## src/temp_event_defs.vh

```
`ifndef TEMP_EVENT_DEFS_VH
`define TEMP_EVENT_DEFS_VH

// ----------------------------------------------------------------------
// temperature word layout
// ----------------------------------------------------------------------
`define TW_WIDTH        16
`define TW_CRIT_BIT     15
`define TW_ABOVE_BIT    14
`define TW_BELOW_BIT    13
`define TW_TEMP_MSB     12
`define TW_TEMP_LSB     2
`define TEMP_WIDTH      11
`define TW_FINE_ZERO    2'b00

// ----------------------------------------------------------------------
// hysteresis codes and sizes in quarter-degree steps
// ----------------------------------------------------------------------
`define HYS_OFF         2'b00
`define HYS_1P5         2'b01
`define HYS_3P0         2'b10
`define HYS_6P0         2'b11
`define HYS_STEPS_OFF   12'h000
`define HYS_STEPS_1P5   12'h006
`define HYS_STEPS_3P0   12'h00c
`define HYS_STEPS_6P0   12'h018

// ----------------------------------------------------------------------
// reset values
// ----------------------------------------------------------------------
`define RST_HYS         2'b00
`define RST_TEMP        11'h000
`define RST_WORD        16'h0000

// ----------------------------------------------------------------------
// readout sequencing
// ----------------------------------------------------------------------
`define RD_BITS         5'h10
`define RD_CNT_ZERO     5'h00

`endif

```

## src/temp_event_and_readout.v

```verilog
// Operation
// - event pin is comparator or interrupt, enabled
// - event pin polarity follows polarity setting
// - above flag sets when temperature exceeds upper
// - above flag clears at upper minus hysteresis
// - below flag sets under lower minus hysteresis
// - shutdown holds event pin as before
// - interrupt critical event held until below hysteresis
// - hysteresis writes ignored while any lock set
// - word read high byte first, then low
// - temperature two's complement, quarter degree steps
// - top magnitude bit weighs 128 degrees
// - finer resolution bits always read zero
// - top three bits are trip status
// - trip flags ignore event and clear settings
// - both window flags zero means inside window
// - clear-event clears interrupt only, reads zero
// - hysteresis codes 0, 1.5, 3, 6 degrees
// - critical-only asserts event on critical only
`timescale 1ns/1ps
`include "temp_event_defs.vh"

module temp_event_and_readout (
  // clock and reset
  input  wire        clk,
  input  wire        rst_n,
  // conversion result from the converter, same clock
  input  wire [10:0] temp_in,
  input  wire        temp_valid,
  // trip values, quarter-degree two's complement
  input  wire [10:0] upper_limit,
  input  wire [10:0] lower_limit,
  input  wire [10:0] critical_limit,
  // configuration write port, same clock
  input  wire        cfg_wr,
  input  wire        cfg_event_mode,
  input  wire        cfg_event_pol,
  input  wire        cfg_event_en,
  input  wire        cfg_crit_only,
  input  wire [1:0]  cfg_hyst,
  input  wire        clear_event,
  input  wire        alarm_lock_set,
  input  wire        crit_lock_set,
  input  wire        shutdown,
  // status
  output reg  [15:0] temperature_reading,
  output reg         event_status,
  output reg  [1:0]  hyst_sel,
  output reg         alarm_lock,
  output reg         crit_lock,
  // event pin, open drain
  output wire        event_o,
  output wire        event_oe,
  // serial readout pins
  input  wire        scl,
  input  wire        rd_frame,
  input  wire        sda_i,
  output wire        sda_o,
  output wire        sda_oe
);

  // ----------------------------------------------------------------------
  // configuration and locks
  // ----------------------------------------------------------------------
  reg        mode_reg;
  reg        pol_reg;
  reg        en_reg;
  reg        crit_only_reg;
  wire       any_lock;

  assign any_lock = alarm_lock | crit_lock;

  // locks only fall at power-on reset, so software cannot undo them
  always @(posedge clk or negedge rst_n) begin
    if (!rst_n) begin
      alarm_lock    <= 1'b0;
      crit_lock     <= 1'b0;
      mode_reg      <= 1'b0;
      pol_reg       <= 1'b0;
      en_reg        <= 1'b0;
      crit_only_reg <= 1'b0;
      hyst_sel      <= `RST_HYS;
    end else begin
      if (alarm_lock_set)
        alarm_lock <= 1'b1;
      if (crit_lock_set)
        crit_lock <= 1'b1;
      if (cfg_wr && !any_lock) begin
        mode_reg <= cfg_event_mode;
        pol_reg  <= cfg_event_pol;
        en_reg   <= cfg_event_en;
        hyst_sel <= cfg_hyst;
      end
      // critical-only answers to the alarm lock alone
      if (cfg_wr && !alarm_lock)
        crit_only_reg <= cfg_crit_only;
    end
  end

  // ----------------------------------------------------------------------
  // hysteresis size and signed compare operands
  // ----------------------------------------------------------------------
  reg  [11:0] hys_steps;

  // quarter-degree steps for each code
  // 1.5, 3 and 6 degrees are 6, 12 and 24 steps
  always @* begin
    case (hyst_sel)
      `HYS_OFF: hys_steps = `HYS_STEPS_OFF;
      `HYS_1P5: hys_steps = `HYS_STEPS_1P5;
      `HYS_3P0: hys_steps = `HYS_STEPS_3P0;
      `HYS_6P0: hys_steps = `HYS_STEPS_6P0;
      default:  hys_steps = `HYS_STEPS_OFF;
    endcase
  end

  // one extra bit so that limit minus hysteresis never wraps
  wire signed [11:0] t_s     = {temp_in[10], temp_in};
  wire signed [11:0] up_s    = {upper_limit[10], upper_limit};
  wire signed [11:0] lo_s    = {lower_limit[10], lower_limit};
  wire signed [11:0] cr_s    = {critical_limit[10], critical_limit};
  wire signed [11:0] hys_s   = hys_steps;
  wire signed [11:0] up_hys  = up_s - hys_s;
  wire signed [11:0] lo_hys  = lo_s - hys_s;
  wire signed [11:0] cr_hys  = cr_s - hys_s;

  // ----------------------------------------------------------------------
  // trip flags
  // ----------------------------------------------------------------------
  reg         crit_flag;
  reg         above_flag;
  reg         below_flag;
  reg  [10:0] temp_reg;
  reg         crit_next;
  reg         above_next;
  reg         below_next;

  // next flag values with hysteresis on the falling-temperature edge only
  // critical edge shares the window hysteresis
  always @* begin
    crit_next  = crit_flag;
    above_next = above_flag;
    below_next = below_flag;
    if (t_s >= cr_s)
      crit_next = 1'b1;
    else if (t_s < cr_hys)
      crit_next = 1'b0;
    if (t_s > up_s)
      above_next = 1'b1;
    else if (t_s <= up_hys)
      above_next = 1'b0;
    if (t_s < lo_hys)
      below_next = 1'b1;
    else if (t_s >= lo_s)
      below_next = 1'b0;
  end

  // flags depend on the result, limits and hysteresis, never on event settings
  always @(posedge clk or negedge rst_n) begin
    if (!rst_n) begin
      crit_flag  <= 1'b0;
      above_flag <= 1'b0;
      below_flag <= 1'b0;
      temp_reg   <= `RST_TEMP;
    end else if (temp_valid && !shutdown) begin
      crit_flag  <= crit_next;
      above_flag <= above_next;
      below_flag <= below_next;
      temp_reg   <= temp_in;
    end
  end

  // ----------------------------------------------------------------------
  // temperature word
  // ----------------------------------------------------------------------
  // sign in bit 12, so bit 11 weighs 128 degrees
  always @* begin
    temperature_reading = {crit_flag, above_flag, below_flag,
                           temp_reg,
                           `TW_FINE_ZERO};
  end

  // ----------------------------------------------------------------------
  // event generation
  // ----------------------------------------------------------------------
  reg  int_pend;
  reg  event_next;
  wire window_change;
  wire cmp_active;

  // any window edge is an interrupt cause unless critical-only;
  // only collected in interrupt mode, so a mode switch starts clean
  assign window_change = temp_valid && !shutdown && mode_reg && !crit_only_reg &&
                         ((above_next != above_flag) || (below_next != below_flag));

  assign cmp_active = crit_only_reg ? crit_flag
                                    : (crit_flag | above_flag | below_flag);

  // set beats clear, so a trip in the clear cycle is kept
  // comparator mode keeps nothing pending
  always @(posedge clk or negedge rst_n) begin
    if (!rst_n)
      int_pend <= 1'b0;
    else if (window_change)
      int_pend <= 1'b1;
    else if (!mode_reg)
      int_pend <= 1'b0;
    else if (clear_event)
      int_pend <= 1'b0;
  end

  // critical trip in interrupt mode cannot be cleared away
  always @* begin
    if (!en_reg)
      event_next = 1'b0;
    else if (mode_reg)
      event_next = int_pend | crit_flag;
    else
      event_next = cmp_active;
  end

  // status frozen in shutdown so the pin keeps its level
  always @(posedge clk or negedge rst_n) begin
    if (!rst_n)
      event_status <= 1'b0;
    else if (!shutdown)
      event_status <= event_next;
  end

  // open drain: only a low level is driven
  // active-high idles low and draws pull-up current all the while
  wire event_level = event_status ? pol_reg : ~pol_reg;
  assign event_o  = 1'b0;
  assign event_oe = ~event_level;

  // ----------------------------------------------------------------------
  // readout pin synchronisers
  // ----------------------------------------------------------------------
  reg [1:0] scl_sync;
  reg [1:0] frame_sync;
  reg [1:0] sda_sync;
  reg       scl_d;
  reg       frame_d;

  // two flops before use, third stage only for edge finding
  // sda is synchronised but no logic reads it; the shifter ignores it
  always @(posedge clk or negedge rst_n) begin
    if (!rst_n) begin
      scl_sync   <= 2'b11;
      frame_sync <= 2'b00;
      sda_sync   <= 2'b11;
      scl_d      <= 1'b1;
      frame_d    <= 1'b0;
    end else begin
      scl_sync   <= {scl_sync[0], scl};
      frame_sync <= {frame_sync[0], rd_frame};
      sda_sync   <= {sda_sync[0], sda_i};
      scl_d      <= scl_sync[1];
      frame_d    <= frame_sync[1];
    end
  end

  wire scl_fall   = scl_d & ~scl_sync[1];
  wire frame_rise = frame_sync[1] & ~frame_d;
  wire frame_on   = frame_sync[1];

  // ----------------------------------------------------------------------
  // word shifter, most significant bit first
  // ----------------------------------------------------------------------
  reg [15:0] shift_reg;
  reg [4:0]  bit_cnt;
  reg        busy;

  // word is snapshotted so a conversion cannot tear the two bytes
  // frame low aborts a read; the next frame takes a fresh snapshot
  always @(posedge clk or negedge rst_n) begin
    if (!rst_n) begin
      shift_reg <= `RST_WORD;
      bit_cnt   <= `RD_CNT_ZERO;
      busy      <= 1'b0;
    end else if (!frame_on) begin
      busy    <= 1'b0;
      bit_cnt <= `RD_CNT_ZERO;
    end else if (frame_rise) begin
      shift_reg <= temperature_reading;
      bit_cnt   <= `RD_CNT_ZERO;
      busy      <= 1'b1;
    end else if (busy && scl_fall) begin
      shift_reg <= {shift_reg[14:0], 1'b0};
      bit_cnt   <= bit_cnt + 5'h01;
      if (bit_cnt == `RD_BITS - 5'h01)
        busy <= 1'b0;
    end
  end

  // sda drives low for zero bits, released otherwise
  assign sda_o  = 1'b0;
  assign sda_oe = busy & ~shift_reg[15];

endmodule // temp_event_and_readout

```

## config.mk

```make
export PLATFORM = sky130hd
export DESIGN_NAME = temp_event_and_readout
export DESIGN_NICKNAME = d
export VERILOG_FILES = /design/src/temp_event_and_readout.v
export VERILOG_INCLUDE_DIRS = /design/src /design/src/src
export SDC_FILE = /design/constraint.sdc
export NUM_CORES = 1
export LEC_CHECK = 0
export ABC_AREA = 1
export BUFFER_PORTS_ARGS = -buffer_cell sky130_fd_sc_hd__buf_4
export CAP_MARGIN = 20
export CORE_ASPECT_RATIO = 2
export CORE_MARGIN = 1
export CORE_UTILIZATION = 60
export DETAILED_ROUTE_END_ITERATION = 16
export PLACE_DENSITY = 0.93
export SLEW_MARGIN = 10
export SYNTH_ARGS = -nofsm -noshare
export SYNTH_HDL_FRONTEND = slang
export SYNTH_SLANG_ARGS = --single-unit
export TNS_END_PERCENT = 50
```

## constraint.sdc

```tcl
create_clock -name clk -period 5.05 [get_ports clk]
set_input_delay 0.505 -clock clk [delete_from_list [all_inputs] [get_ports clk]]
set_output_delay 0.505 -clock clk [all_outputs]
set_load 0.05 [all_outputs]
```

Word level (Yosys, flattened, before mapping). Cells that the tools add are included.

Register bits: 52. Logic and storage cells: 92.

Add/sub/neg operators: 4. Magnitude comparators: 6. Equal/unequal tests: 9. Multiplexer cells: 23. Bitwise logic cells: 12. Reductions and logical operators: 18.

Operator list (count): $pmux W12 S4 (1); $sub A11 B12 Y12 (3); $mux W16 (2); $lt A11 B12 Y1 (2); $ge A11 B11 Y1 (2); $mux W1 (17); $mux W5 (3); $le A11 B12 Y1 (1); $gt A11 B11 Y1 (1); $logic_and A1 B1 Y1 (7); $ne A3 B1 Y1 const B (2); $reduce_and A2 Y1 (3); $add A5 B1 Y5 const B (1); $eq A5 B4 Y1 const B (1); $not A1 Y1 (5); $eq A2 B2 Y1 const B (2); $logic_not A1 Y1 (4); $or A1 B1 Y1 (4); $reduce_bool A2 Y1 (2); $and A1 B1 Y1 (3); $ne A3 B2 Y1 const B (1); $eq A2 B1 Y1 const B (1); $logic_not A2 Y1 (1); $ne A1 B1 Y1 (2); $logic_or A1 B1 Y1 (1).

Logic depth before layout (Yosys ltp). Gate-level depths: netlist of run 1.

Depth in word-level cells: 10. Depth in mapped cells: 25.

Worst setup path after synthesis of run 1. Ideal clock, no wire load.

Path kind: reg2reg. From: register hyst_sel[0]. To: register int_pend. Library setup time: 117 ps. Arrival: 3500 ps. Path slack: 1433 ps. Cell stages (with the launch flop): 24. Path buffers: 0. Clock period less this slack: 3617 ps. Path through: dfrtp_1 > inv_1 > ha_1 > inv_1 > fa_1 > nand2_1 > a21oi_1 > nor4_1 > nand3_1 > o21ai_0 > inv_1 > ha_1 > nand2_1 > nor2_1 > and2_1 > nand2_1 > nand3_1 > nand2_1 > nand2_1 > inv_1 > nand3_1 > nand3_1 > nand2_1 > nand2_1.

Cells in the longest elaborated chain, start to end: 10. Elaborated cells between the ends (all ways): 18.

RTL lines: start, declared (line temp_event_and_readout.v:48) `output reg [1:0] hyst_sel,`; start signal, assigned (line temp_event_and_readout.v:82) `` hyst_sel <= `RST_HYS; ``; start signal, assigned (line temp_event_and_readout.v:92) `hyst_sel <= cfg_hyst;`; $eq A2 B2 Y1 (tied with other cells) (line temp_event_and_readout.v:108) `case (hyst_sel)`; $pmux W12 S4 * (line temp_event_and_readout.v:108); $sub A11 B12 Y12 (line temp_event_and_readout.v:123) `wire signed [11:0] up_hys = up_s - hys_s;`; $le A11 B12 Y1 (line temp_event_and_readout.v:150) `else if (t_s <= up_hys)`; $mux W1 (line temp_event_and_readout.v:150); $mux W1 (line temp_event_and_readout.v:148) `if (t_s > up_s)`; $ne A1 B1 Y1 (line temp_event_and_readout.v:194) `((above_next != above_flag) || (below_next != below_flag));`; $logic_or A1 B1 Y1 * (line temp_event_and_readout.v:194); $logic_and A1 B1 Y1 * (line temp_event_and_readout.v:193) `assign window_change = temp_valid && !shutdown && mode_reg && !crit_only_reg &&`; $ne A3 B2 Y1 (no source line) or $mux W1 (tied branches); end signal, assigned (line temp_event_and_readout.v:203) `int_pend <= 1'b0;`; end signal, assigned (line temp_event_and_readout.v:205) `int_pend <= 1'b1;`; end signal, assigned (line temp_event_and_readout.v:207) `int_pend <= 1'b0;`; end, declared (line temp_event_and_readout.v:186) `reg int_pend;`.

Every way passes the cells marked *; elsewhere a longest branch is shown, timed or not. The select of a mux whose other input is x is not followed. A chain may end at the register's enable or synchronous reset.

Worst setup path after layout of run 1. Ends and elaborated chain as after synthesis.

==> impl_metrics.ini, run 1 <==
[placed_design]
dp_hpwl_mm = 9.36
place_congestion = 0.927
portBuffers = 80

[global_route]
grt_max_degree = 51
grt_overflow_total = 0
antenna_found_initial = 0
groute.usage.overall_pct = 29.8
first_global_vias = 4521
grt_pass1_wl_mm = 19.1

[synthesis]
yosys_warnings = 0
synth_area_per_cell_um2 = 7.67
ys_types = 42
synth_most_common_cell = nand2_1
netlist_instances = 619
ys_top_cells_by_area = dfrtp_1 25%, ha_1 22%, nand2_1 12%
ys_seq_elements = 50
synth_top_cell_by_area = dfrtp_1
synth_edf_count = 0
async_flop_share_pct = 100
ys.flop_type = dfrtp_1
yosysSeqAreaShare_pct = 26.4
synth_top_area_share_pct = 24.8
netlist_top_cells_count = 153 x nand2_1, 100 x inv_1, 84 x ha_1, 47 x dfrtp_1, 35 x nor2_1
syn-cell-area_um2 = 4750

[power]
irDropWorstVdd_mv = 0.137
pwr_density_cell_nw_per_um2 = 260
p_leak_uw = 0.00313
finalPower_uw = 1430

[cells_and_area]
multi_input_area_um2 = 2980
layout.nets = 842
largest_reg_flops = 14
n_fill_cell = 586
synthToLayoutAreaGrowth_pct = 15.9
drive_above_1_share_pct = 16.4
seqCellArea_um2 = 1250
antennaDiodeCount = 0

[sta]
rsz0062_at_grt = no
fin_crit_ps = 3820
max_freq_mhz = 262
tns_ps = 0
maxSlewHeadroom_pct = 58.4
finalHoldWorstSlack_ps = 228
setup_viol = 0
worst_clock_skew_ps = 4.69
finalCritPeriodShare_pct = 75.6
worst_pin_slew_ps = 624
hold_viol = 0
slew_violations = 0

[die]
dieHeight_um = 128
ioPinCount = 86
die_area_um2 = 8300
die_w_um = 64.9
num_rows = 45
start_util_pct = 62.5
coreArea_um2 = 7600

[critical_path]
end_kind = flop
crit_arrival_ps = 4000
critPathKind = flop to flop
crit_path_start_kind = flop
r2r_setup_slack_ps = 1230
crit_required_ps = 5230
path_max_fanout = 4

[detailed_routing]
antenna_left = 0
first_pass_iters = 4
wirelength_mm = 11.5
detail_route.vias_per_cell = 5.58
drt_iter0_markers = 211
wl_per_cell_um = 14.5
via_count = 4400
drc = 0

[clock_tree]
htreeDepth = 2
cts_hold_buf = 0
cts_tree = yes
postCtsSetupRepairBufs = 0
cts_buffers = 5
clk_latency_ps = 290
cts_buffer_depth = 2
cts_sinks = 50
cts_resized = 0
clk_pin_slew_worst_paths_ps = 70
cts_root_buffer = clkbuf_16

[job]
drv_cap = 0

[hold_path]
min_path_type = input pin to async pin

[outcome]
status = finished clean
layout by cell type (no fill, tap or decap), drive strengths merged, types with 4 or more instances in the layout:
cell type,n
nand2,154
inv,102
ha,84
buf,80
dfrtp,47
nor2,36
a21oi,33
nand3,32
o21ai,30
xor2,20
o211ai,13
nand4,8
nor3,6
clkbuf,5
xnor2,4
nand3b,4
conb,4
or2,4
through the flow:
stage / cells / utilization (%) / instance area, um^2 / setup slack [ps]
final: 789 / 72.4 / 5510 / 1230
after global routing: 789 / 72.4 / 5510 / 820
after CTS: 789 / 72.4 / 5510 / 1230
after detailed placement: 781 / 70.3 / 5340 / 1250
after global placement: 781 / 70.3 / 5340 / 1370
after floorplan: 622 / - / 4760 / 1430
cell families after synthesis:
family | count (synthesis) | share of synthesized area (%)
AOI/OAI and AO/OA | 89 | 11.7
and+or+nand+nor | 249 | 22.4
adders and majority gates | 87 | 23.4
buffers and inverters | 117 | 11.0
DFF | 50 | 26.4
other | 1 | 0.0790
xor gates and xnor gates | 24 | 4.43
muxes | 2 | 0.474
power by group:
part           internal, uW  switching, uW  leakage (uW)
Clock                   232            146     0.0000836
Combinational           209            352       0.00244
Sequential              454           38.1      0.000606
worst max-delay path, stage by stage, from the launching register on:
cell      delay (ps)
dfrtp_1          390
inv_1            100
ha_1             200
o21bai_1         340
ha_1             350
a21oi_1          210
nand2_1           70
nand2_1           90
nand2_1           90
nor3_1           290
nand3_1          140
xor2_1           180
ha_1             270
nand2_1           60
nor2_1           130
and2_1           130
nand2_1           70
nand3_1           70
nand2_1           50
nand2_1          100
inv_1             70
nand3_1           80
nand3_1          100
nand2_1           80
nand2_1           40
area by class of cell:
class	count	share of cell area, %
tap	94	2.14
timing repair buffer	80	10.9
sequential	50	22.8
inverter	102	7.00
clock inverter	3	0.727
multi-input combinational	455	54.2
clock buffer	5	2.27
metal layers:
| layer | routed length, um | GRT usage [%] |
|---|---|---|
| met3 | 473 | 3.83 |
| met2 | 6240 | 56.4 |
| met1 | 3880 | 27.1 |
| met5 | 0 | 0 |
| met4 | 873 | 23.3 |
final timing paths:
path	from	endpoint	cells past startpoint
max in group asynchronous	rst_n	alarm_lock	1
worst max register to register	hyst_sel[0]	int_pend	24
worst min-delay path	rst_n	shift_reg[6]	1
worst min register to register	frame_sync[0]	frame_sync[1]	0
worst max-delay path	hyst_sel[0]	int_pend	24
min in group clk	scl	scl_sync[0]	1
No activity file was read; power rests on OpenSTA's default activity.
==> inputs of run 2 (changes only) <==
- CORE_UTILIZATION: 60 -> 57
- PLACE_DENSITY: 0.93 -> 0.89
- clock period: 5.05 -> 3.9 ns (I/O delays scaled with it)
==> run 2 against run 1 <==
Setup slack lost 1100 ps. Highest routed layer unchanged. Sequential power grew 29%. Critical path depth fell by 1.
==> impl_metrics.ini, run 2 (same netlist as run 1, synthesis figures left out) <==
[outcome]
status = finished clean

[clock_tree]
cts_buffer_depth = 2
cts_root_buffer = clkbuf_16
clk_pin_slew_worst_paths_ps = 70
cts_buffers = 5
htreeDepth = 2
cts_tree = yes
cts_sinks = 50
clk_latency_ps = 290
cts_hold_buf = 0

[global_route]
grt_overflow_total = 0
antenna_found_initial = 0
grt_max_degree = 51
grt_pass1_wl_mm = 19.4
groute.usage.overall_pct = 29.4
first_global_vias = 4602

[placed_design]
place_congestion = 0.922
portBuffers = 80
dp_hpwl_mm = 9.52
place_worst_setup_slack_ps = 131
postPlaceCellArea_um2 = 5350

[die]
start_util_pct = 59.4
ioPinCount = 86
dieHeight_um = 131
num_rows = 46
coreArea_um2 = 8000
die_w_um = 66.5
die_area_um2 = 8720

[hold_path]
min_path_type = input pin to async pin

[cells_and_area]
synthToLayoutAreaGrowth_pct = 18.7
antennaDiodeCount = 0
layout.nets = 849
drive_above_1_share_pct = 18.5
final_area_um2 = 5640
most-common-layout-cells = 153 x nand2_1, 99 x inv_1, 87 x buf_4
largest_reg_flops = 14
fin_util_pct = 70.5
layout_commonest_cell = nand2_1

[detailed_routing]
antenna_left = 0
met3_length_um = 427
wirelength_mm = 12.2
wl_met2_mm = 6.72
drc = 0
drt_iter0_markers = 217
highest_layer = met4
wl_per_cell_um = 15.2
via_count = 4484
wl_met1_mm = 4.19
first_pass_iters = 4
detail_route.vias_per_cell = 5.62

[sta]
setup_viol = 0
slew_violations = 0
fin_crit_ps = 3790
worst_clock_skew_ps = 2.98
max_freq_mhz = 264
setup_ws_ps = 113
hold_viol = 0
tns_ps = 0
worst_pin_slew_ps = 635
finalCritPeriodShare_pct = 97.1
maxSlewHeadroom_pct = 57.7

[critical_path]
end_kind = flop
path_max_fanout = 4
r2r-start = hyst_sel[1]
crit_required_ps = 4080
r2r-end = int_pend
reg2reg_depth = 23
r2r_setup_slack_ps = 110
crit_arrival_ps = 3970
critPathKind = flop to flop
crit_path_start_kind = flop

[power]
pwr_density_cell_nw_per_um2 = 348
p_leak_uw = 0.00317
irDropWorstVdd_mv = 0.283
finalPower_uw = 1960

[job]
drv_cap = 0
## run 2: cell count changes in the layout (fill, tap and decap cells not counted), sizes merged
cell | before | now
clkinv | 2 | 0
bufinv | 1 | 2
buf | 80 | 87
clkbuf | 5 | 6
## run 2: repair_timing
item                                    CTS  global route
buffers inserted                          0             6
gates resized for setup                   0            11
endpoints found under the setup margin    0             4
## run 2: how the worst max path moves through the flow
stage	startpoint	endpoint	slack (ps)	cells after the start
after floorplan	hyst_sel[0]	int_pend	280	23
after global placement	hyst_sel[0]	int_pend	310	24
after detailed placement	hyst_sel[0]	int_pend	130	24
after CTS	hyst_sel[0]	int_pend	110	24
after global routing	hyst_sel[0]	int_pend	-90	23
final	hyst_sel[1]	int_pend	110	23
## run 2: routing by layer
layer  up-vias  GRT usage (%)
met5         -              0
met2       143           55.7
met4         0           21.7
li1       2166              -
met3        56           3.11
met1      2119           27.8
## run 2: per-stage QoR
stage / std cells / hold WS [ps]
global route: 798 / 162
finish: 798 / 107
global placement: 784 / 342
floorplan: 622 / 94.4
CTS: 792 / 136
detailed placement: 784 / 356
## run 2: layout make-up
type                            instances  area [um^2]
Inverter                              102          385
Timing Repair Buffer                   87          653
Fill cell                             629         2360
Sequential cell                        50         1250
Clock inverter                          2         60.1
Tap cell                               96          120
Clock buffer                            6          139
Multi-Input combinational cell        455         3020
## run 2: report_power, final
part / total (uW) / internal [uW] / switching [uW]
sequential: 637 / 588 / 49.2
clock: 580 / 385 / 195
combinational: 743 / 278 / 465
total: 1960 / 1250 / 709
## run 2: critical path, stage by stage, from the launching register on
cell,delay (ps)
dfrtp_1,390
buf_4,150
ha_1,200
o21bai_2,260
ha_1,330
nand2_1,90
a21oi_1,110
nor4_2,380
nand3_1,190
buf_4,180
xor2_1,140
ha_1,300
nand2_1,60
nor2_1,110
and2_1,140
nand2_1,70
nand3_1,70
nand2_1,50
nand2_1,110
inv_1,70
nand3_1,80
nand3_1,100
nand2_1,70
nand2_1,50
==> inputs of run 3 (changes only) <==
- CELL_PAD_IN_SITES_DETAIL_PLACEMENT: not set -> 0
- CELL_PAD_IN_SITES_GLOBAL_PLACEMENT: not set -> 2
- CORE_UTILIZATION: 57 -> 33
- GPL_TIMING_DRIVEN: not set -> 0
- PLACE_DENSITY: 0.89 -> 0.9
==> run 3 against run 2 <==
Global-route usage shrank 12 points. Clock-buffer cell count up 1. Final cell count up 13%. Maximum frequency rose by 4.5%. Clock skew is 3.1 ps higher. Combinational power rose by 1%. Wire length up 2.1%. Die area grew 71%. Core utilization fell by 29 points. Flip-flop and latch count unchanged. Highest routed layer unchanged.
==> impl_metrics.ini, run 3 (same netlist as run 1, synthesis figures left out) <==
[outcome]
status = finished clean

[critical_path]
reg2reg_depth = 21
crit_slowest_cell = dfrtp_1
r2r-start = hyst_sel[0]
r2r-end = above_flag
crit_arrival_ps = 3830
critPathBufInv = 2
r2r_setup_slack_ps = 280
critPathMaxStageDelay_ps = 420
cp_top_family = simple AND/OR/NAND/NOR gates
crit_path_start = hyst_sel[0]
end_kind = flop
critical_path_depth = 21
path_max_fanout = 4
critPathKind = flop to flop
crit_top_cell = nand2_1
crit_path_start_kind = flop
crit_required_ps = 4110
path_cells = inv_1 > ha_1 > o21bai_4 > ha_1 > nand3b_1 > and2_1 > nand2_1 > nor2_1 > nand3_1 > o21ai_0 > inv_1 > ha_1 > nand2_1 > nor2_1 > and2_1 > nand2_1 > nand4_1 > nand3_1 > o21ai_0 > nand2_1 > o21ai_0
endpoint = above_flag

[sta]
maxSlewHeadroom_pct = 58.3
worst_pin_slew_ps = 625
max_freq_mhz = 276
tns_ps = 0
finalCritPeriodShare_pct = 92.9
fin_crit_ps = 3620
slew_violations = 0
hold_viol = 0
worst_clock_skew_ps = 6.08
setup_viol = 0

[detailed_routing]
wl_per_cell_um = 13.7
via_count = 4238
drc = 0
detail_route.vias_per_cell = 4.69
first_pass_iters = 4
drt_iter0_markers = 147
wl_met1_mm = 4.17
wl_met2_mm = 7.81
antenna_left = 0
wirelength_mm = 12.4
highest_layer = met4
met3_length_um = 247

[hold_path]
min_path_type = input pin to async pin

[global_route]
grt_pass1_wl_mm = 19.9
grt_max_degree = 51
groute.usage.overall_pct = 17.4
antenna_found_initial = 0
grt_overflow_total = 0
first_global_vias = 4308

[cells_and_area]
n_fill_cell = 1491
drive_above_1_share_pct = 19.7
layout_commonest_cell = nand2_1
most-common-layout-cells = 153 x nand2_1, 98 x inv_1, 92 x buf_4
antennaDiodeCount = 0
final_area_um2 = 5850
layout.nets = 862
largest_reg_flops = 14
synthToLayoutAreaGrowth_pct = 23.2

[placed_design]
postPlaceCellArea_um2 = 5600
place_congestion = 0.811
dp_hpwl_mm = 10.6
portBuffers = 80

[power]
p_leak_uw = 0.00322
irDropWorstVdd_mv = 0.146
finalPower_uw = 1830
pwr_density_cell_nw_per_um2 = 313

[die]
die_w_um = 86.8
dieHeight_um = 172
die_area_um2 = 14900
start_util_pct = 34.0
ioPinCount = 86
num_rows = 61
coreArea_um2 = 14000

[clock_tree]
cts_sinks = 50
cts_buffer_depth = 2
cts_hold_buf = 0
clk_latency_ps = 290
clk_pin_slew_worst_paths_ps = 70
cts_tree = yes
cts_buffers = 5
htreeDepth = 2
cts_root_buffer = clkbuf_16

[job]
drv_cap = 0
==> run 3: changes by cell type in the layout (fill, tap and decap cells not counted), moves of 2 or more <==
cell / previous run / this run
buf_12: 0 / 2
buf_4: 87 / 92
buf_6: 0 / 3
bufinv_16: 2 / 0
clkbuf_1: 0 / 4
nor4_2: 2 / 0
o21ai_1: 7 / 5
==> run 3: worst min-delay path by stage <==
stage / startpoint / to / slack, ps / depth (start not counted)
after floorplan: rst_n / above_flag / 90 / 0
after global placement: frame_sync[0] / frame_sync[1] / 340 / 0
after detailed placement: frame_sync[0] / frame_sync[1] / 340 / 0
after CTS: rst_n / crit_lock / 140 / 1
after global routing: rst_n / crit_lock / 170 / 1
final: rst_n / crit_lock / 100 / 1
==> run 3: repair_timing <==
item                       CTS  global route
pin swaps                    0             2
setup endpoints to repair    1             4
gates resized for setup      1            14
setup buffers                0             5
==> run 3: per-layer routing <==
metal | vias to the layer above | track usage [%]
li1 | 2192 | -
met5 | - | 0
met3 | 10 | 1.39
met2 | 59 | 38.8
met4 | 0 | 5.22
met1 | 1977 | 15.3
==> run 3: layout make-up <==
type / count / area (um^2) / area share, %
plain buffers: 15 / 138 / 2.35
well taps: 189 / 236 / 4.04
repair buffers: 85 / 638 / 10.9
inverters: 102 / 385 / 6.59
clock buffers: 7 / 143 / 2.44
clock inverters: 1 / 5.00 / 0.0855
multi-input cells: 455 / 3050 / 52.1
flip-flops and latches: 50 / 1250 / 21.4
==> run 3: through the flow <==
step	hold WS, ps	instances	setup slack [ps]	util, %
detailed placement	336	891	-82.0	40.1
global route	167	904	-30.1	41.9
floorplan	94.4	622	283	-
finish	105	904	275	41.9
global placement	345	891	1.92	40.1
CTS	138	899	56.4	41.2
==> run 3: power breakdown <==
group	internal, uW	switching (uW)	total [uW]
sequential	588	47.9	635
combinational	296	459	754
clock	255	187	442
total	1140	693	1830
